### src/hw/spsh_defs.svh
`ifndef SPSH_DEFS_SVH
`define SPSH_DEFS_SVH
// Local register addresses
`define SPSH_ADDR_STATUS   16'h1ff8
`define SPSH_ADDR_CONTROL  16'h1ffb
`define SPSH_ADDR_CMD      16'h1ffa
`define SPSH_ADDR_OUT_DATA 16'h1ffc
`define SPSH_ADDR_IN_DATA  16'h1ffe
// Control register bit positions
`define SPSH_CON_OBF_MASK  0
`define SPSH_CON_IBE_MASK  1
`define SPSH_CON_LATCH     2
`define SPSH_CON_ENABLE    3
`define SPSH_CON_SHARED    4
`define SPSH_CON_WMASK     8'h1f
// Status register bit positions
`define SPSH_ST_OBF        0
`define SPSH_ST_IBE        1
`define SPSH_ST_CBE        2
`define SPSH_ST_SF_LO      3
`define SPSH_ST_SF_HI      7
// Pending bit indices inside the request group
`define SPSH_PEND_CBF      0
`define SPSH_PEND_OBE      1
`define SPSH_PEND_IBF      2
`define SPSH_PEND_N        3
// Reset values
`define SPSH_BYTE_RST      8'h00
`define SPSH_SF_RST        5'h00
`define SPSH_PEND_RST      3'h0
`endif

### src/hw/spsh_pkg.sv
package spsh_pkg;
    // Master access sequencer states, one-hot
    typedef enum logic [2:0]
    {
        SPSH_IDLE = 3'b001,
        SPSH_RD   = 3'b010,
        SPSH_WR   = 3'b100
    } spsh_ms_state_t;

    typedef logic [7:0] spsh_byte_t;

    // Local address match, used by every register decode
    function automatic logic spsh_hit(input logic [15:0] a, input logic [15:0] b);
        spsh_hit = (a == b);
    endfunction : spsh_hit
endpackage : spsh_pkg

### src/hw/spsh_master_if.sv
`timescale 1ns/1ps
`default_nettype none
`include "spsh_defs.svh"
module spsh_master_if
    import spsh_pkg::*;
(
    input  wire logic             i_clk_sys,
    input  wire logic             i_rstn,
    input  wire logic             i_enable,
    input  wire logic             i_latch_select,
    input  wire logic             i_ms_cs_n,
    input  wire logic             i_ms_rd_n,
    input  wire logic             i_ms_wr_n,
    input  wire logic             i_ms_ale,
    input  wire logic             i_ms_a1,
    input  wire spsh_pkg::spsh_byte_t i_ms_data,
    output logic                  o_rd_pulse,
    output logic                  o_wr_pulse,
    output logic                  o_active,
    output logic                  o_sel,
    output spsh_pkg::spsh_byte_t  o_addr_byte
);
    spsh_ms_state_t state_r;       // Access sequencer
    logic           ad1_latch_r;   // Select bit caught on address phase

    // Address phase latch; multiplexed bus carries select on bit 1
    always_ff @(posedge i_clk_sys or negedge i_rstn)
    begin
        if (!i_rstn)
        begin
            ad1_latch_r <= 1'b0;
            o_addr_byte <= `SPSH_BYTE_RST;
        end
        else if (i_ms_ale)
        begin
            ad1_latch_r <= i_ms_data[1];
            o_addr_byte <= i_ms_data;
        end
    end

    // Select source: latched line or demultiplexed address pin
    assign o_sel = i_latch_select ? ad1_latch_r : i_ms_a1;

    // One access per strobe; held until the strobe is released
    always_ff @(posedge i_clk_sys or negedge i_rstn)
    begin
        if (!i_rstn)
            state_r <= SPSH_IDLE;
        else
        begin
            case (state_r)
                SPSH_IDLE:
                begin
                    if (i_enable && !i_ms_cs_n && !i_ms_rd_n)
                        state_r <= SPSH_RD;
                    else if (i_enable && !i_ms_cs_n && !i_ms_wr_n)
                        state_r <= SPSH_WR;
                end
                SPSH_RD:
                    if (i_ms_cs_n || i_ms_rd_n)
                        state_r <= SPSH_IDLE;
                SPSH_WR:
                    if (i_ms_cs_n || i_ms_wr_n)
                        state_r <= SPSH_IDLE;
                default:
                    state_r <= SPSH_IDLE;
            endcase
        end
    end

    // Pulses on the first cycle of a strobe; read wins a clash
    assign o_rd_pulse = (state_r == SPSH_IDLE) && i_enable && !i_ms_cs_n && !i_ms_rd_n;
    assign o_wr_pulse = (state_r == SPSH_IDLE) && i_enable && !i_ms_cs_n && i_ms_rd_n && !i_ms_wr_n;
    assign o_active   = (state_r == SPSH_RD);
endmodule : spsh_master_if
`default_nettype wire

### src/hw/spsh_pend.sv
`timescale 1ns/1ps
`default_nettype none
`include "spsh_defs.svh"
module spsh_pend
(
    input  wire logic                    i_clk_sys,
    input  wire logic                    i_rstn,
    input  wire logic [`SPSH_PEND_N-1:0] i_set,
    input  wire logic [`SPSH_PEND_N-1:0] i_clr,
    input  wire logic [`SPSH_PEND_N-1:0] i_mask,
    input  wire logic [`SPSH_PEND_N-1:0] i_mode_ok,
    output logic      [`SPSH_PEND_N-1:0] o_pend,
    output logic      [`SPSH_PEND_N-1:0] o_req
);
    // One sticky bit per request; a set beats a same-cycle clear
    for (genvar g = 0; g < `SPSH_PEND_N; g++)
    begin : g_pend
        always_ff @(posedge i_clk_sys or negedge i_rstn)
        begin
            if (!i_rstn)
            begin
                o_pend[g] <= 1'b0;
                o_req[g]  <= 1'b0;
            end
            else
            begin
                o_pend[g] <= i_set[g] | (o_pend[g] & ~i_clr[g]);
                // Request only in its own mode and with its mask bit
                o_req[g]  <= (i_set[g] | (o_pend[g] & ~i_clr[g])) & i_mask[g] & i_mode_ok[g];
            end
        end
    end

    property p_req_gate;
        @(posedge i_clk_sys) disable iff (!i_rstn)
        ##1 (o_req != 3'h0) |-> ((o_req & ~o_pend) == 3'h0) && ((o_req & ~$past(i_mask)) == 3'h0);
    endproperty
    a_req_gate: assert property (p_req_gate) else $error("request without pending or mask");
endmodule : spsh_pend
`default_nettype wire

### src/hw/spsh_top.sv
// Function
// - Two masks gate flags onto attention output in standard mode
// - Three master requests, each mask enabled
// - Local reads all status, writes 7:3 (6:3 in shared mode)
// - Master status writes land in command
// - Shared mode bit 7 shows last direction
// - Standard mode bit 7 is status field
// - Command empty flag and full request
// - Input empty flag and full request
// - Output full flag and empty request
// - Software brackets status update with bit 7
// - Disable clears the three buffer flags
// - Latch bit picks register select source
// - Shared mode local data access forces attention high
// - Control bit 4 selects shared mode
`timescale 1ns/1ps
`default_nettype none
`include "spsh_defs.svh"
module spsh_top
    import spsh_pkg::*;
#(
    parameter logic HAS_SHARED = 1'b1          // Variant supports shared memory mode
)
(
    input  wire logic                  i_clk_sys,
    input  wire logic                  i_rstn,
    // Local CPU register port
    input  wire logic [15:0]           i_loc_addr,
    input  wire logic                  i_loc_wr,
    input  wire logic                  i_loc_rd,
    input  wire spsh_pkg::spsh_byte_t  i_loc_wdata,
    output spsh_pkg::spsh_byte_t       o_loc_rdata,
    // Interrupt controller side
    input  wire logic [2:0]            i_pend_clr,
    input  wire logic [2:0]            i_irq_mask,
    output logic [2:0]                 o_pend,
    output logic [2:0]                 o_irq_req,
    // Master bus pins
    input  wire logic                  i_ms_cs_n,
    input  wire logic                  i_ms_rd_n,
    input  wire logic                  i_ms_wr_n,
    input  wire logic                  i_ms_ale,
    input  wire logic                  i_ms_a1,
    input  wire spsh_pkg::spsh_byte_t  i_ms_data,
    output spsh_pkg::spsh_byte_t       o_ms_data,
    output logic                       o_ms_data_oe,
    output logic                       o_master_attention_out
);
    import spsh_pkg::*;

    spsh_byte_t control_r;                 // slave_port_control
    spsh_byte_t command_r;                 // command_register
    spsh_byte_t in_data_r;                 // input_data_register
    spsh_byte_t out_data_r;                // output_data_register
    logic [4:0] sf_r;                      // General status field
    logic       shared_access_direction_r; // 1 read, 0 write
    logic       cbe_r;                     // command_buffer_empty_flag
    logic       ibe_r;                     // input_buffer_empty_flag
    logic       obf_r;                     // output_buffer_full_flag
    logic       cbe_nxt;
    logic       ibe_nxt;
    logic       obf_nxt;
    logic       ms_rd;                     // Master read, first cycle
    logic       ms_wr;                     // Master write, first cycle
    logic       ms_active;                 // Master read strobe held
    logic       ms_sel;                    // Register select (status side)
    spsh_byte_t ms_addr;                   // Address byte of the access
    spsh_byte_t status_w;                  // Assembled status view
    logic [2:0] pend_set;
    logic [2:0] mode_ok;

    // Control field aliases
    wire logic port_enable_bit      = control_r[`SPSH_CON_ENABLE];
    wire logic latch_select         = control_r[`SPSH_CON_LATCH];
    wire logic in_empty_attn_mask   = control_r[`SPSH_CON_IBE_MASK];
    wire logic out_full_attn_mask   = control_r[`SPSH_CON_OBF_MASK];
    wire logic shared_memory_enable = HAS_SHARED & control_r[`SPSH_CON_SHARED];

    // Local strobes per register
    wire logic lw_status = i_loc_wr && spsh_hit(i_loc_addr, `SPSH_ADDR_STATUS);
    wire logic lw_con    = i_loc_wr && spsh_hit(i_loc_addr, `SPSH_ADDR_CONTROL);
    wire logic lw_cmd    = i_loc_wr && spsh_hit(i_loc_addr, `SPSH_ADDR_CMD);
    wire logic lw_in     = i_loc_wr && spsh_hit(i_loc_addr, `SPSH_ADDR_IN_DATA);
    wire logic lw_out    = i_loc_wr && spsh_hit(i_loc_addr, `SPSH_ADDR_OUT_DATA);
    wire logic lr_cmd    = i_loc_rd && spsh_hit(i_loc_addr, `SPSH_ADDR_CMD);
    wire logic lr_in     = i_loc_rd && spsh_hit(i_loc_addr, `SPSH_ADDR_IN_DATA);

    // Master events by mode; select high means command/status side
    wire logic std_mode   = !shared_memory_enable;
    wire logic m_wr_cmd   = ms_wr && std_mode && ms_sel;
    wire logic m_wr_data  = ms_wr && (shared_memory_enable || !ms_sel);
    wire logic m_rd_data  = ms_rd && (shared_memory_enable || !ms_sel);
    wire logic m_rd_stat  = ms_rd && std_mode && ms_sel;

    spsh_master_if u_master_if
    (
        .i_clk_sys      (i_clk_sys),
        .i_rstn         (i_rstn),
        .i_enable       (port_enable_bit),
        .i_latch_select (latch_select),
        .i_ms_cs_n      (i_ms_cs_n),
        .i_ms_rd_n      (i_ms_rd_n),
        .i_ms_wr_n      (i_ms_wr_n),
        .i_ms_ale       (i_ms_ale),
        .i_ms_a1        (i_ms_a1),
        .i_ms_data      (i_ms_data),
        .o_rd_pulse     (ms_rd),
        .o_wr_pulse     (ms_wr),
        .o_active       (ms_active),
        .o_sel          (ms_sel),
        .o_addr_byte    (ms_addr)
    );

    // Bit 7 shows direction in shared mode, else the field top bit
    always_comb
    begin
        status_w                          = `SPSH_BYTE_RST;
        status_w[`SPSH_ST_SF_HI:`SPSH_ST_SF_LO] = sf_r;
        if (shared_memory_enable)
            status_w[`SPSH_ST_SF_HI]      = shared_access_direction_r;
        status_w[`SPSH_ST_CBE]            = cbe_r;
        status_w[`SPSH_ST_IBE]            = ibe_r;
        status_w[`SPSH_ST_OBF]            = obf_r;
    end

    // Flag next values; local set beats master clear, disable beats all
    always_comb
    begin
        cbe_nxt = lr_cmd | (cbe_r & ~m_wr_cmd);
        ibe_nxt = lr_in  | (ibe_r & ~m_wr_data);
        obf_nxt = lw_out | (obf_r & ~m_rd_data);
        if (!port_enable_bit)
        begin
            cbe_nxt = 1'b0;
            ibe_nxt = 1'b0;
            obf_nxt = 1'b0;
        end
    end

    // Buffer flags
    always_ff @(posedge i_clk_sys or negedge i_rstn)
    begin
        if (!i_rstn)
        begin
            cbe_r <= 1'b0;
            ibe_r <= 1'b0;
            obf_r <= 1'b0;
        end
        else
        begin
            cbe_r <= cbe_nxt;
            ibe_r <= ibe_nxt;
            obf_r <= obf_nxt;
        end
    end

    // Control register; reserved bits stay zero
    always_ff @(posedge i_clk_sys or negedge i_rstn)
    begin
        if (!i_rstn)
            control_r <= `SPSH_BYTE_RST;
        else if (lw_con)
            control_r <= i_loc_wdata & `SPSH_CON_WMASK;
    end

    // Status field: only local writes; bit 7 frozen in shared mode
    always_ff @(posedge i_clk_sys or negedge i_rstn)
    begin
        if (!i_rstn)
            sf_r <= `SPSH_SF_RST;
        else if (lw_status)
        begin
            // Each bit written as given in standard mode, so bit 7 can bracket an update
            sf_r[3:0] <= i_loc_wdata[`SPSH_ST_SF_HI-1:`SPSH_ST_SF_LO];
            if (!shared_memory_enable)
                sf_r[4] <= i_loc_wdata[`SPSH_ST_SF_HI];
        end
    end

    // Direction of the last shared access; not writable by software
    always_ff @(posedge i_clk_sys or negedge i_rstn)
    begin
        if (!i_rstn)
            shared_access_direction_r <= 1'b0;
        else if (shared_memory_enable && ms_rd)
            shared_access_direction_r <= 1'b1;
        else if (shared_memory_enable && ms_wr)
            shared_access_direction_r <= 1'b0;
    end

    // Command register; shared mode keeps the latched address there
    always_ff @(posedge i_clk_sys or negedge i_rstn)
    begin
        if (!i_rstn)
            command_r <= `SPSH_BYTE_RST;
        else if (m_wr_cmd)
            command_r <= i_ms_data;
        else if (shared_memory_enable && (ms_rd || ms_wr))
            command_r <= ms_addr;
        else if (lw_cmd)
            command_r <= i_loc_wdata;
    end

    // Data buffers; master write beats a same-cycle local write
    always_ff @(posedge i_clk_sys or negedge i_rstn)
    begin
        if (!i_rstn)
        begin
            in_data_r  <= `SPSH_BYTE_RST;
            out_data_r <= `SPSH_BYTE_RST;
        end
        else
        begin
            if (m_wr_data)
                in_data_r <= i_ms_data;
            else if (lw_in)
                in_data_r <= i_loc_wdata;
            if (lw_out)
                out_data_r <= i_loc_wdata;
        end
    end

    // Pending bits and requests; command request only in standard mode
    assign pend_set[`SPSH_PEND_CBF] = m_wr_cmd;
    assign pend_set[`SPSH_PEND_OBE] = m_rd_data;
    assign pend_set[`SPSH_PEND_IBF] = m_wr_data;
    assign mode_ok = {shared_memory_enable, shared_memory_enable, std_mode};

    spsh_pend u_pend
    (
        .i_clk_sys (i_clk_sys),
        .i_rstn    (i_rstn),
        .i_set     (pend_set),
        .i_clr     (i_pend_clr),
        .i_mask    (i_irq_mask),
        .i_mode_ok (mode_ok),
        .o_pend    (o_pend),
        .o_req     (o_irq_req)
    );

    // Local read data, one cycle after the strobe; unmapped reads zero
    always_ff @(posedge i_clk_sys or negedge i_rstn)
    begin
        if (!i_rstn)
            o_loc_rdata <= `SPSH_BYTE_RST;
        else if (i_loc_rd)
        begin
            if (spsh_hit(i_loc_addr, `SPSH_ADDR_STATUS))
                o_loc_rdata <= status_w;
            else if (spsh_hit(i_loc_addr, `SPSH_ADDR_CONTROL))
                o_loc_rdata <= control_r;
            else if (lr_cmd)
                o_loc_rdata <= command_r;
            else if (lr_in)
                o_loc_rdata <= in_data_r;
            else if (spsh_hit(i_loc_addr, `SPSH_ADDR_OUT_DATA))
                o_loc_rdata <= out_data_r;
            else
                o_loc_rdata <= `SPSH_BYTE_RST;
        end
    end

    // Master read data: captured at strobe start so it cannot tear
    always_ff @(posedge i_clk_sys or negedge i_rstn)
    begin
        if (!i_rstn)
        begin
            o_ms_data    <= `SPSH_BYTE_RST;
            o_ms_data_oe <= 1'b0;
        end
        else
        begin
            if (m_rd_stat)
                o_ms_data <= status_w;
            else if (m_rd_data)
                o_ms_data <= out_data_r;
            o_ms_data_oe <= ms_rd || (ms_active && !i_ms_cs_n && !i_ms_rd_n);
        end
    end

    // Attention: masked flags in standard mode, handshake in shared mode
    always_ff @(posedge i_clk_sys or negedge i_rstn)
    begin
        if (!i_rstn)
            o_master_attention_out <= 1'b0;
        else if (std_mode)
            o_master_attention_out <= (ibe_nxt & in_empty_attn_mask) | (obf_nxt & out_full_attn_mask);
        else if (lr_in || lw_out)
            o_master_attention_out <= 1'b1;
        else if (ms_rd || ms_wr)
            o_master_attention_out <= 1'b0;
    end

    property p_attn_std;
        @(posedge i_clk_sys) disable iff (!i_rstn)
        std_mode |=> o_master_attention_out ==
            ((ibe_r & $past(in_empty_attn_mask)) | (obf_r & $past(out_full_attn_mask)));
    endproperty
    a_attn_std: assert property (p_attn_std) else $error("attention not masked flag OR");

    property p_attn_shared;
        @(posedge i_clk_sys) disable iff (!i_rstn)
        (shared_memory_enable && (lr_in || lw_out)) |=> o_master_attention_out;
    endproperty
    a_attn_shared: assert property (p_attn_shared) else $error("local data access left attention low");

    property p_cbe_cycle;
        @(posedge i_clk_sys) disable iff (!i_rstn)
        (port_enable_bit && m_wr_cmd && !lr_cmd) |=> !cbe_r && o_pend[`SPSH_PEND_CBF];
    endproperty
    a_cbe_cycle: assert property (p_cbe_cycle) else $error("command write did not clear empty flag");

    property p_ibe_set;
        @(posedge i_clk_sys) disable iff (!i_rstn)
        (port_enable_bit && lr_in) |=> ibe_r ##1 (ibe_r || $past(m_wr_data) || !$past(port_enable_bit));
    endproperty
    a_ibe_set: assert property (p_ibe_set) else $error("input empty flag not set by local read");

    property p_obf_clr;
        @(posedge i_clk_sys) disable iff (!i_rstn)
        (m_rd_data && !lw_out) |=> !obf_r && o_pend[`SPSH_PEND_OBE];
    endproperty
    a_obf_clr: assert property (p_obf_clr) else $error("master read did not clear output full");

    property p_disable;
        @(posedge i_clk_sys) disable iff (!i_rstn)
        !port_enable_bit |=> !cbe_r && !ibe_r && !obf_r;
    endproperty
    a_disable: assert property (p_disable) else $error("flags survive port disable");

    property p_master_no_status;
        @(posedge i_clk_sys) disable iff (!i_rstn)
        (m_wr_cmd && !lw_status) |=> (sf_r == $past(sf_r)) && (command_r == $past(i_ms_data));
    endproperty
    a_master_no_status: assert property (p_master_no_status) else $error("master write reached status");

    property p_dir_ro;
        @(posedge i_clk_sys) disable iff (!i_rstn)
        (shared_memory_enable && lw_status && !ms_rd && !ms_wr) |=>
            shared_access_direction_r == $past(shared_access_direction_r);
    endproperty
    a_dir_ro: assert property (p_dir_ro) else $error("direction bit changed by write");

    property p_dir_read;
        @(posedge i_clk_sys) disable iff (!i_rstn)
        (shared_memory_enable && ms_rd) |=> status_w[`SPSH_ST_SF_HI] || !shared_memory_enable;
    endproperty
    a_dir_read: assert property (p_dir_read) else $error("bit 7 not set after shared read");

    property p_field_write;
        @(posedge i_clk_sys) disable iff (!i_rstn)
        (std_mode && lw_status) |=> sf_r == $past(i_loc_wdata[7:3]);
    endproperty
    a_field_write: assert property (p_field_write) else $error("status field write lost");
endmodule : spsh_top
`default_nettype wire
### config.mk
export PLATFORM = sky130hd
export DESIGN_NAME = spsh_top
export DESIGN_NICKNAME = d
export VERILOG_FILES = /design/src/hw/spsh_pkg.sv /design/src/hw/spsh_master_if.sv /design/src/hw/spsh_pend.sv /design/src/hw/spsh_top.sv
export VERILOG_INCLUDE_DIRS = /design/src /design/src/hw
export SDC_FILE = /design/constraint.sdc
export NUM_CORES = 1
export LEC_CHECK = 0
export ABC_AREA = 0
export BUFFER_PORTS_ARGS = -buffer_cell sky130_fd_sc_hd__buf_2
export CORE_AREA = 2 2 93 95
export DETAILED_ROUTE_END_ITERATION = 16
export DIE_AREA = 0 0 95 97
export GPL_TIMING_DRIVEN = 0
export PLACE_DENSITY = 0.65
export SETUP_SLACK_MARGIN = 0.05
export SYNTH_ARGS = -nofsm -noshare
export SYNTH_HDL_FRONTEND = slang
export SYNTH_SLANG_ARGS = --single-unit
export TNS_END_PERCENT = 100
### constraint.sdc
create_clock -name i_clk_sys -period 2.25 [get_ports i_clk_sys]
set_clock_uncertainty 0.05 [all_clocks]
set_input_delay 0.3375 -clock i_clk_sys [delete_from_list [all_inputs] [get_ports i_clk_sys]]
set_output_delay 0.3375 -clock i_clk_sys [all_outputs]
set_load 0.005 [all_outputs]
==> results of run 1 <==
[per-stage QoR]
stage	util, %	setup slack (ns)	hold WS [ns]
floorplan	-	0.389	-0.00809
global placement	49.7	-0.0985	0.410
detailed placement	50.1	-0.110	0.223
CTS	52.6	0.0778	0.143
global route	52.7	0.0509	0.146
finish	52.7	0.154	0.151
[timing repair]
| action | CTS | global route |
|---|---|---|
| setup endpoints to repair | 2 | 11 |
| pin swaps | 0 | 1 |
| resized for setup | 1 | 0 |
| endpoints found under the hold margin | 24 | 0 |
| hold buffers | 1 | 0 |
| setup buffers | 0 | 2 |
[cell type report]
type                    instances  area [um2]  area share, %
flip-flops and latches         73        1830           42.6
multi-input cells             219        1610           37.4
repair buffers                 73         400           9.34
well taps                     105         131           3.06
clock buffers                  10         128           2.98
plain buffers                  16        83.8           1.96
clock inverters                 6        58.8           1.37
inverters                      14        52.6           1.23
[routing by layer]
layer	wire length, um	vias to the layer above	part of all wire (%)	global-route usage (%)
met3	345	6	4.0	3.12
met5	0	-	0	0
met4	98	0	1.1	6.80
li1	-	1358	-	-
met1	3940	1405	45	27.2
met2	4290	70	49	31.9
[power breakdown]
group          total (uW)  switching (uW)  leakage, uW  internal, uW
registers            1340            11.9     0.000991          1330
logic                 182             103      0.00103          79.5
clock network         983             476    0.0000998           507
[synthesized netlist by cell type (all sizes together) (4+ instances only)]
master	number	area share, %
nand3b	4	0.84
o22ai	6	1.1
mux2	34	11
o221ai	4	0.98
a21oi	13	1.8
a221oi	7	1.7
o21ai	27	3.8
nor2	20	2.1
nand2	23	2.4
clkbuf	8	0.84
nand4	5	0.88
inv	14	1.5
dfrtp	72	51
buf	9	1.6
mux2i	25	7.0
nor2b	5	0.88
[worst max-delay path by stage]
stage | end | start
3_5_place_dp | out_data_r[1]$_DFFE_PN0P_ | i_loc_addr[13]
3_3_place_gp | out_data_r[2]$_DFFE_PN0P_ | i_loc_addr[13]
2_1_floorplan | command_r[0]$_DFFE_PN0P_ | u_master_if.state_r[0]$_DFFE_PN1P_
5_1_grt | command_r[4]$_DFFE_PN0P_ | control_r[3]$_DFFE_PN0P_
4_1_cts | command_r[1]$_DFFE_PN0P_ | u_master_if.state_r[0]$_DFFE_PN1P_
6_report | command_r[3]$_DFFE_PN0P_ | control_r[3]$_DFFE_PN0P_
[flip-flops by register name, summed over array words and instances, names as in the netlist, 5 cells and up]
name / cells
command_r: 8
in_data_r: 8
o_loc_rdata: 8
o_ms_data: 8
out_data_r: 8
u_master_if.o_addr_byte: 8
control_r: 5
sf_r: 5
[kinds of logic (layout without fill, tap and decap cells)]
family                    Yosys count  after routing  share of synthesized area (%)
muxes                              59             59                           17.8
AOI/OAI and AO/OA                  75             75                           13.6
DFF                                73             73                           51.3
buffers and inverters              31            119                           3.93
xor gates and xnor gates            1              1                          0.246
and+or+nand+nor                    84             84                           13.2
==> out/metrics.yaml, run 1 <==
min_path_cells: 2
synth-edff-count: 0
largest_buffer_count_on_any_clock_path: 2
dieArea_mm2: 0.00922
final_design_area_no_fill_mm2: 0.00429
antenna_violations_before_repair: 0
synthesis.area_mm2: 0.00356
drc: 0
sum_of_negative_setup_slack_ns: 0
syn_inst: 323
ctsHtreeMaxLevel: 3
postSynth.asyncResetShare_pct: 100
floorplan.io_pins: 71
syn_avg_cell_area_um2: 11.0
antenna_cells: 0
reg2reg_to: "command_r[3]$_DFFE_PN0P_"
rows: 33
die_width_um: 95
drtPass1Iterations: 4
postSynthNetCount: 370
grt_setup_unrepaired: "false"
post-layout-total-power_uw: 2510
r2r_setup_slack_ns: 0.15
clkLatencyLatePin_ns: 0.34
area_growth_syn_to_layout_pct: 20.3
finalNonFillerCells: 516
wl_um: 8680
timing.critical_path.required_ns: 2.42
run_status: "finished clean"
min-delay-start: "i_pend_clr[1]"
numCtsBuffers: 9
detail_route.iter0.violations: 98
detailroute.via_count: 2839
power_density_mw_per_mm2: 585
grt_pass1_vias: 2760
clkTransAtPathRegs_ns: 0.08
worst-setup-path-type: "reg -> reg"
critical-path-max-stage-delay_ns: 0.37
place_area_mm2: 0.00407
worst_r2r_startpoint: "control_r[3]$_DFFE_PN0P_"
leakagePower_uw: 0.00212
num_clock_sinks: 73
grt_usage_pct: 19.9
hold_end: "u_pend.o_pend[1]$_DFF_PN0_"
timing.critical_path.buf_inv: 3
detailedPlacementHpwl_um: 6580
worstSetupEndpointType: "register"
hold_violations: 0
final_cell_mix: "sky130_fd_sc_hd__buf_2 (72), sky130_fd_sc_hd__dfrtp_1 (72), sky130_fd_sc_hd__mux2_2 (34)"
ys_types: 47
core_area_mm2: 0.00813
worst_path_max_delay_cell: "sky130_fd_sc_hd__buf_2"
ant_nets: 0
first_pass_grt_wire_length_um: 14100
final_layout_fill_cell_count: 766
worstRegToRegCells: 8
grt.overflow.total: 0
worst_path_fanout_max: 10
numPlacedInstances: 498
nNetsFinal: 453
worst_min_path_class: "in -> reg"
timing_max_transition_violations_final: 0
critical_path.startpoint_type: "register"
grt_start_max_net_pins: 50
power.ir.vdd_worst_mv: 0.263
effective_utilization_at_floorplan_pct: 43.8
timing_worst_slew_pin_value_ns: 0.622
post_route_cells_drive_above_1_share_pct: 33.1
critical-path-top-delay-family: "buffers and inverters"
worstSetupPathDepth: 8
timing.critical_path.cells: "buf_2 -> and3b_1 -> buf_4 -> nand4_1 -> buf_2 -> mux2i_1 -> o21ai_0 -> mux2_2"
maxCapViolations: 0
clock.fmax_mhz: 477
finalWeightedCongestion: 0.864
die_h_um: 97
setup_violations: 0
timing.critical_path.mode_cell: "sky130_fd_sc_hd__buf_2"
fin_crit_sh_pct: 93.2
detailed_route_vias_per_instance: 5.50
tritoncts: "yes"
slew-limit-headroom_pct: 58.5
synth_flop_cell: "sky130_fd_sc_hd__dfrtp_1"
cts.root.buffer_cell: "sky130_fd_sc_hd__clkbuf_8"
cp.arrival_ns: 2.26
io_buffers: 69
fin_crit_ns: 2.10
route.detailed.wl_per_inst_um: 16.8
synth.ff_latch_count: 73
synth-warning-count: 0
synth_sequential_area_ratio_pct: 51.3
No activity file was read; power rests on OpenSTA's default activity.
==> inputs of run 2 (changes only) <==
--- a/config.mk
+++ b/config.mk
@@ -9,12 +9,14 @@
 export ABC_AREA = 0
 export BUFFER_PORTS_ARGS = -buffer_cell sky130_fd_sc_hd__buf_2
-export CORE_AREA = 2 2 93 95
+export CORE_AREA = 2 2 95 97
 export DETAILED_ROUTE_END_ITERATION = 16
-export DIE_AREA = 0 0 95 97
+export DIE_AREA = 0 0 97 99
 export GPL_TIMING_DRIVEN = 0
 export PLACE_DENSITY = 0.65
+export RECOVER_POWER = 50
 export SETUP_SLACK_MARGIN = 0.05
 export SYNTH_ARGS = -nofsm -noshare
 export SYNTH_HDL_FRONTEND = slang
+export SYNTH_HIERARCHICAL = 1
 export SYNTH_SLANG_ARGS = --single-unit
 export TNS_END_PERCENT = 100
==> constraint.sdc (replaced) <==
create_clock -name i_clk_sys -period 2.25 [get_ports i_clk_sys]
set_clock_uncertainty 0.05 [all_clocks]
set_input_delay 0.1125 -clock i_clk_sys [delete_from_list [all_inputs] [get_ports i_clk_sys]]
set_output_delay 0.1125 -clock i_clk_sys [all_outputs]
set_load 0.005 [all_outputs]
==> out/metrics.yaml, run 2 <==
fin_crit_ns: 2.29
core_area_mm2: 0.00855
ant_nets: 0
ff_latch_area_mm2: 0.00183
clkLatencyLatePin_ns: 0.35
die_width_um: 97
synth_sequential_area_ratio_pct: 49.0
timing.critical_path.buf_inv: 1
synth_largest_type_area_fraction_pct: 48.3
synth.ff_latch_count: 73
area_growth_syn_to_layout_pct: 28.1
final_cell_mix: "sky130_fd_sc_hd__dfrtp_1 (71), sky130_fd_sc_hd__buf_2 (61), sky130_fd_sc_hd__nand2_1 (41)"
leakagePower_uw: 0.00221
multi_input_comb_area_mm2: 0.00184
synth.top_cells.by_area: "sky130_fd_sc_hd__dfrtp_1 (48%), sky130_fd_sc_hd__mux2_2 (11%), sky130_fd_sc_hd__mux2i_1 (4.6%)"
maxCapViolations: 1
setup_violations: 4
grt_start_max_net_pins: 47
synth-warning-count: 6
syn_avg_cell_area_um2: 10.6
worst_path_max_delay_cell: "sky130_fd_sc_hd__dfstp_2"
clkTransAtPathRegs_ns: 0.08
postSynthNetCount: 397
hold_violations: 0
worst_min_path_class: "in -> reg"
critical-path-top-delay-family: "simple AND/OR/NAND/NOR gates"
critical_path.startpoint: "u_master_if/state_r[0]$_DFFE_PN1P_"
timing.final.ws_setup_ns: -0.0426
timing.critical_path.cells: "nand3b_1 -> or3_4 -> nor2_4 -> buf_6 -> o21ai_4 -> o31ai_4 -> mux2i_1 -> o21ai_2"
clock.fmax_mhz: 436
first_pass_grt_wire_length_um: 15800
postSynth.asyncResetShare_pct: 100
timing_max_transition_violations_final: 29
timing.critical_path.required_ns: 2.43
power.ir.vdd_worst_mv: 0.363
nNetsFinal: 502
detailedPlacementHpwl_um: 7120
commonest_cells_post_synth: "sky130_fd_sc_hd__dfrtp_1 (72), sky130_fd_sc_hd__nand2_1 (41), sky130_fd_sc_hd__nor2_1 (37)"
finalWeightedCongestion: 0.879
wl_um: 9920
largest_buffer_count_on_any_clock_path: 2
tritoncts: "yes"
timing_worst_slew_pin_value_ns: 1.57
failed_checks: "capacitance limit, slew limit, setup timing"
detail_route.iter0.violations: 121
run_status: "complete, but fails checks"
grt_pass1_vias: 3111
power_density_mw_per_mm2: 602
worst_r2r_startpoint: "u_master_if/state_r[0]$_DFFE_PN1P_"
drc: 0
rows: 34
final_layout_fill_cell_count: 783
io_buffers: 69
detailroute.via_count: 3098
antenna_cells: 0
die_h_um: 99
syn_inst: 350
grt_usage_pct: 20.9
fin_util_pct: 55.8
cp.arrival_ns: 2.48
worst_path_fanout_max: 8
dieArea_mm2: 0.00960
num_clock_sinks: 73
antenna_violations_before_repair: 0
floorplan.io_pins: 71
ys_types: 59
place_area_mm2: 0.00424
drtPass1Iterations: 4
ctsHtreeMaxLevel: 3
critical_path.startpoint_type: "register"
critical-path-max-stage-delay_ns: 0.56
min-delay-start: "i_loc_wdata[1]"
detailed_route_vias_per_instance: 5.45
cts.root.buffer_cell: "sky130_fd_sc_hd__clkbuf_8"
numCtsBuffers: 9
synthesis.area_mm2: 0.00373
route.detailed.wl_per_inst_um: 17.5
hold-worst-slack_ns: 0.0146
slew-limit-headroom_pct: -4.51
effective_utilization_at_floorplan_pct: 43.6
post_route_cells_drive_above_1_share_pct: 33.5
yosys.area.top_type: "sky130_fd_sc_hd__dfrtp_1"
post-layout-total-power_uw: 2870
grt.overflow.total: 0
place_ws_ns: -0.283
final_common_cell: "sky130_fd_sc_hd__dfrtp_1"
final_design_area_no_fill_mm2: 0.00477
synth_flop_cell: "sky130_fd_sc_hd__dfrtp_1"
synth-edff-count: 0
dominant_cell_by_count_in_the_synthesized_netlist: "sky130_fd_sc_hd__dfrtp_1"
worst-setup-path-type: "reg -> reg"
fin_crit_sh_pct: 102
worstSetupEndpointType: "register"
grt_setup_unrepaired: "true"
run 2: kinds of logic after synthesis:
| logic type | synth area share, % |
|---|---|
| multiplexers | 15.4 |
| AND/OR/NAND/NOR | 18.4 |
| buffers and inverters | 2.72 |
| AO/OA/AOI/OAI | 14.4 |
| flip-flops | 49.0 |
run 2: per-layer routing:
metal,track usage [%],vias up,share of wire [%]
met5,0,-,0
met1,28.3,1522,47
met3,4.54,7,4.7
met4,4.88,0,0.77
li1,-,1485,-
met2,34.8,84,48
run 2: timing repair:
action / 4_1_cts / 5_1_grt
cloned: 0 / 2
hold buffers: 17 / 0
buffers inserted: 0 / 6
pin swaps: 0 / 8
gates resized for setup: 10 / 13
setup endpoints to repair: 34 / 28
hold endpoints to repair: 50 / 0
run 2: path summary, 6_finish.rpt:
check,endpoint,slack (ns),cells after the start
setup / recovery,command_r[0]$_DFFE_PN0P_,-0.04,8
hold / removal,out_data_r[1]$_DFFE_PN0P_,0.01,2
setup reg to reg,command_r[0]$_DFFE_PN0P_,-0.04,8
max in group asynchronous,control_r[3]$_DFFE_PN0P_,0.36,3
min in group asynchronous,out_data_r[7]$_DFFE_PN0P_,0.65,2
hold reg to reg,o_loc_rdata[7]$_DFFE_PN0P_,0.45,1
run 2: report_power, final:
group | total, uW | leakage, uW | switching, uW | internal, uW
sequential | 1370 | 0.000975 | 21.8 | 1350
clock | 1250 | 0.000120 | 488 | 766
combinational | 247 | 0.00111 | 132 | 115
run 2: cell type report:
class                   instances  share of cell area [%]
well taps                     108                    2.83
clock buffers                  11                    2.96
plain buffers                  16                    2.38
clock inverters                 5                    2.15
multi-input cells             257                    38.5
repair buffers                 94                    12.6
flip-flops and latches         73                    38.3
inverters                       4                   0.314
run 2: through the flow:
step | setup TNS, ns | cells
6_report | -0.0670 | 568
5_1_grt | -0.862 | 568
4_1_cts | -0.0243 | 561
3_5_place_dp | -3.39 | 528
3_3_place_gp | -2.75 | 527
2_1_floorplan | 0 | 350
==> inputs of run 3 (changes only) <==
- CELL_PAD_IN_SITES_DETAIL_PLACEMENT: unset -> 1
- CELL_PAD_IN_SITES_GLOBAL_PLACEMENT: unset -> 1
- CORE_AREA: 2 2 95 97 -> 2 2 97 99
- DIE_AREA: 0 0 97 99 -> 0 0 99 101
- PLACE_DENSITY: 0.65 -> unset
- PLACE_DENSITY_LB_ADDON: unset -> 0.1
==> out/metrics.yaml, run 3 (same netlist as run 2, synthesis figures left out) <==
run_status: "complete, but fails checks"
failed_checks: "capacitance limit, slew limit"
final_cell_mix: "sky130_fd_sc_hd__dfrtp_1 (71), sky130_fd_sc_hd__buf_2 (60), sky130_fd_sc_hd__nand2_1 (40)"
worst_r2r_startpoint: "u_master_if/state_r[0]$_DFFE_PN1P_"
detail_route.iter0.violations: 137
min_path_cells: 2
timing.critical_path.buf_inv: 0
detailedPlacementHpwl_um: 7900
ant_nets: 0
critical-path-top-delay-family: "simple AND/OR/NAND/NOR gates"
worst_min_path_class: "in -> reg"
die_h_um: 101
post_route_cells_drive_above_1_share_pct: 34.1
sum_of_negative_setup_slack_ns: 0
nNetsFinal: 503
wl_um: 10800
area_growth_syn_to_layout_pct: 25.9
post-layout-total-power_uw: 2600
largest_buffer_count_on_any_clock_path: 2
fin_crit_ns: 2.10
grt_setup_unrepaired: "true"
critical_path.startpoint_type: "register"
leakagePower_uw: 0.00218
numPlacedInstances: 531
cts.root.buffer_cell: "sky130_fd_sc_hd__clkbuf_8"
ctsHtreeMaxLevel: 3
drc: 0
worstSetupEndpointType: "register"
clock.fmax_mhz: 476
timing.critical_path.required_ns: 2.45
antenna_cells: 0
timing_max_transition_violations_final: 24
tritoncts: "yes"
core_area_mm2: 0.00898
final_common_cell: "sky130_fd_sc_hd__dfrtp_1"
finalNonFillerCells: 572
detailed_route_vias_per_instance: 5.44
worst-setup-path-type: "reg -> reg"
effective_utilization_at_floorplan_pct: 41.5
clkTransAtPathRegs_ns: 0.09
io_buffers: 69
maxCapViolations: 1
grt_usage_pct: 22.9
worst_path_max_delay_cell: "sky130_fd_sc_hd__dfstp_2"
rows: 35
hold_end: "out_data_r[1]$_DFFE_PN0P_"
power.ir.vdd_worst_mv: 0.350
grt.overflow.total: 0
timing.critical_path.cells: "nand3b_1 -> or3_4 -> nor2_4 -> o21ai_4 -> o31ai_4 -> mux2i_1 -> o21ai_2"
finalWeightedCongestion: 0.909
numCtsBuffers: 9
fin_util_pct: 52.3
r2r_setup_slack_ns: 0.15
route.detailed.wl_per_inst_um: 18.9
die_width_um: 99
antenna_violations_before_repair: 0
floorplan.io_pins: 71
first_pass_grt_wire_length_um: 17500
grt_start_max_net_pins: 50
setup_violations: 0
min-delay-start: "i_loc_wdata[1]"
grt_pass1_vias: 3296
final_layout_fill_cell_count: 1037
cp.arrival_ns: 2.30
reg2reg_to: "command_r[7]$_DFFE_PN0P_"
hold_violations: 0
num_clock_sinks: 73
dieArea_mm2: 0.0100
detailroute.via_count: 3111
critical-path-max-stage-delay_ns: 0.54
drtPass1Iterations: 4
worstRegToRegCells: 7
slew-limit-headroom_pct: -0.0198
power_density_mw_per_mm2: 554
timing_worst_slew_pin_value_ns: 1.50
fin_crit_sh_pct: 93.3
clkLatencyLatePin_ns: 0.36
worst_path_fanout_max: 9
## run 3: changes by cell type in the layout (fill, tap and decap cells not counted), moves of 2 or more
cell	previous run	this run
sky130_fd_sc_hd__clkbuf_2	0	2
sky130_fd_sc_hd__bufinv_16	3	0
sky130_fd_sc_hd__buf_4	6	14
sky130_fd_sc_hd__buf_6	7	1
sky130_fd_sc_hd__buf_12	2	0
## run 3: worst max-delay path by stage
stage / startpoint / endpoint / slack, ns / depth (start not counted)
detailed placement: control_r[3]$_DFFE_PN0P_ / o_master_attention_out$_DFFE_PN0P_ / -0.34 / 9
floorplan: u_master_if/state_r[0]$_DFFE_PN1P_ / o_master_attention_out$_DFFE_PN0P_ / 0.06 / 9
CTS: u_master_if/state_r[0]$_DFFE_PN1P_ / o_master_attention_out$_DFFE_PN0P_ / 0.06 / 9
finish: u_master_if/state_r[0]$_DFFE_PN1P_ / command_r[7]$_DFFE_PN0P_ / 0.15 / 7
global placement: control_r[3]$_DFFE_PN0P_ / o_master_attention_out$_DFFE_PN0P_ / -0.34 / 9
global route: u_master_if/state_r[0]$_DFFE_PN1P_ / command_r[5]$_DFFE_PN0P_ / 0.03 / 7
## run 3: repair_timing
item / 4_1_cts / 5_1_grt
pin swaps: 2 / 5
resized for setup: 11 / 9
cloned: 0 / 0
hold endpoints to repair: 95 / 0
setup endpoints to repair: 35 / 30
setup buffers: 7 / 1
hold buffers: 17 / 0
## run 3: area by class of cell
cell class	instances	area [um2]	share of cell area [%]
Buffer	17	109	2.32
Clock buffer	10	138	2.93
Multi-Input combinational cell	256	1830	39.0
Inverter	4	15.0	0.320
Sequential cell	73	1830	39.0
Clock inverter	6	42.5	0.906
Tap cell	111	139	2.96
Timing Repair Buffer	95	591	12.6
## run 3: metal layers
layer	part of all wire (%)	vias up	track usage (%)
met5	0	-	0
met4	1.1	0	7.06
met3	3.5	10	3.33
met2	49	60	38.3
met1	46	1569	30.8
li1	-	1472	-
## run 3: worst register-to-register path, delay by kind of cell, from the launching register on
| family | cells | cell delay [ns] |
|---|---|---|
| simple gates | 3 | 0.67 |
| flops | 1 | 0.54 |
| mux | 1 | 0.30 |
| compound gates | 3 | 0.43 |
## run 3: report_power, final
| part | switching [uW] | internal [uW] |
|---|---|---|
| Sequential | 21.7 | 1350 |
| Clock | 542 | 432 |
| Combinational | 137 | 119 |
## run 3: per-stage QoR
stage | hold slack (ns) | area [um2] | setup WS, ns
after detailed placement | -0.000465 | 4240 | -0.342
after CTS | 0.00296 | 4680 | 0.0555
after floorplan | -0.233 | 3730 | 0.0602
after global routing | 0.00890 | 4690 | 0.0331
final | 0.0136 | 4690 | 0.151
after global placement | 0.290 | 4210 | -0.336
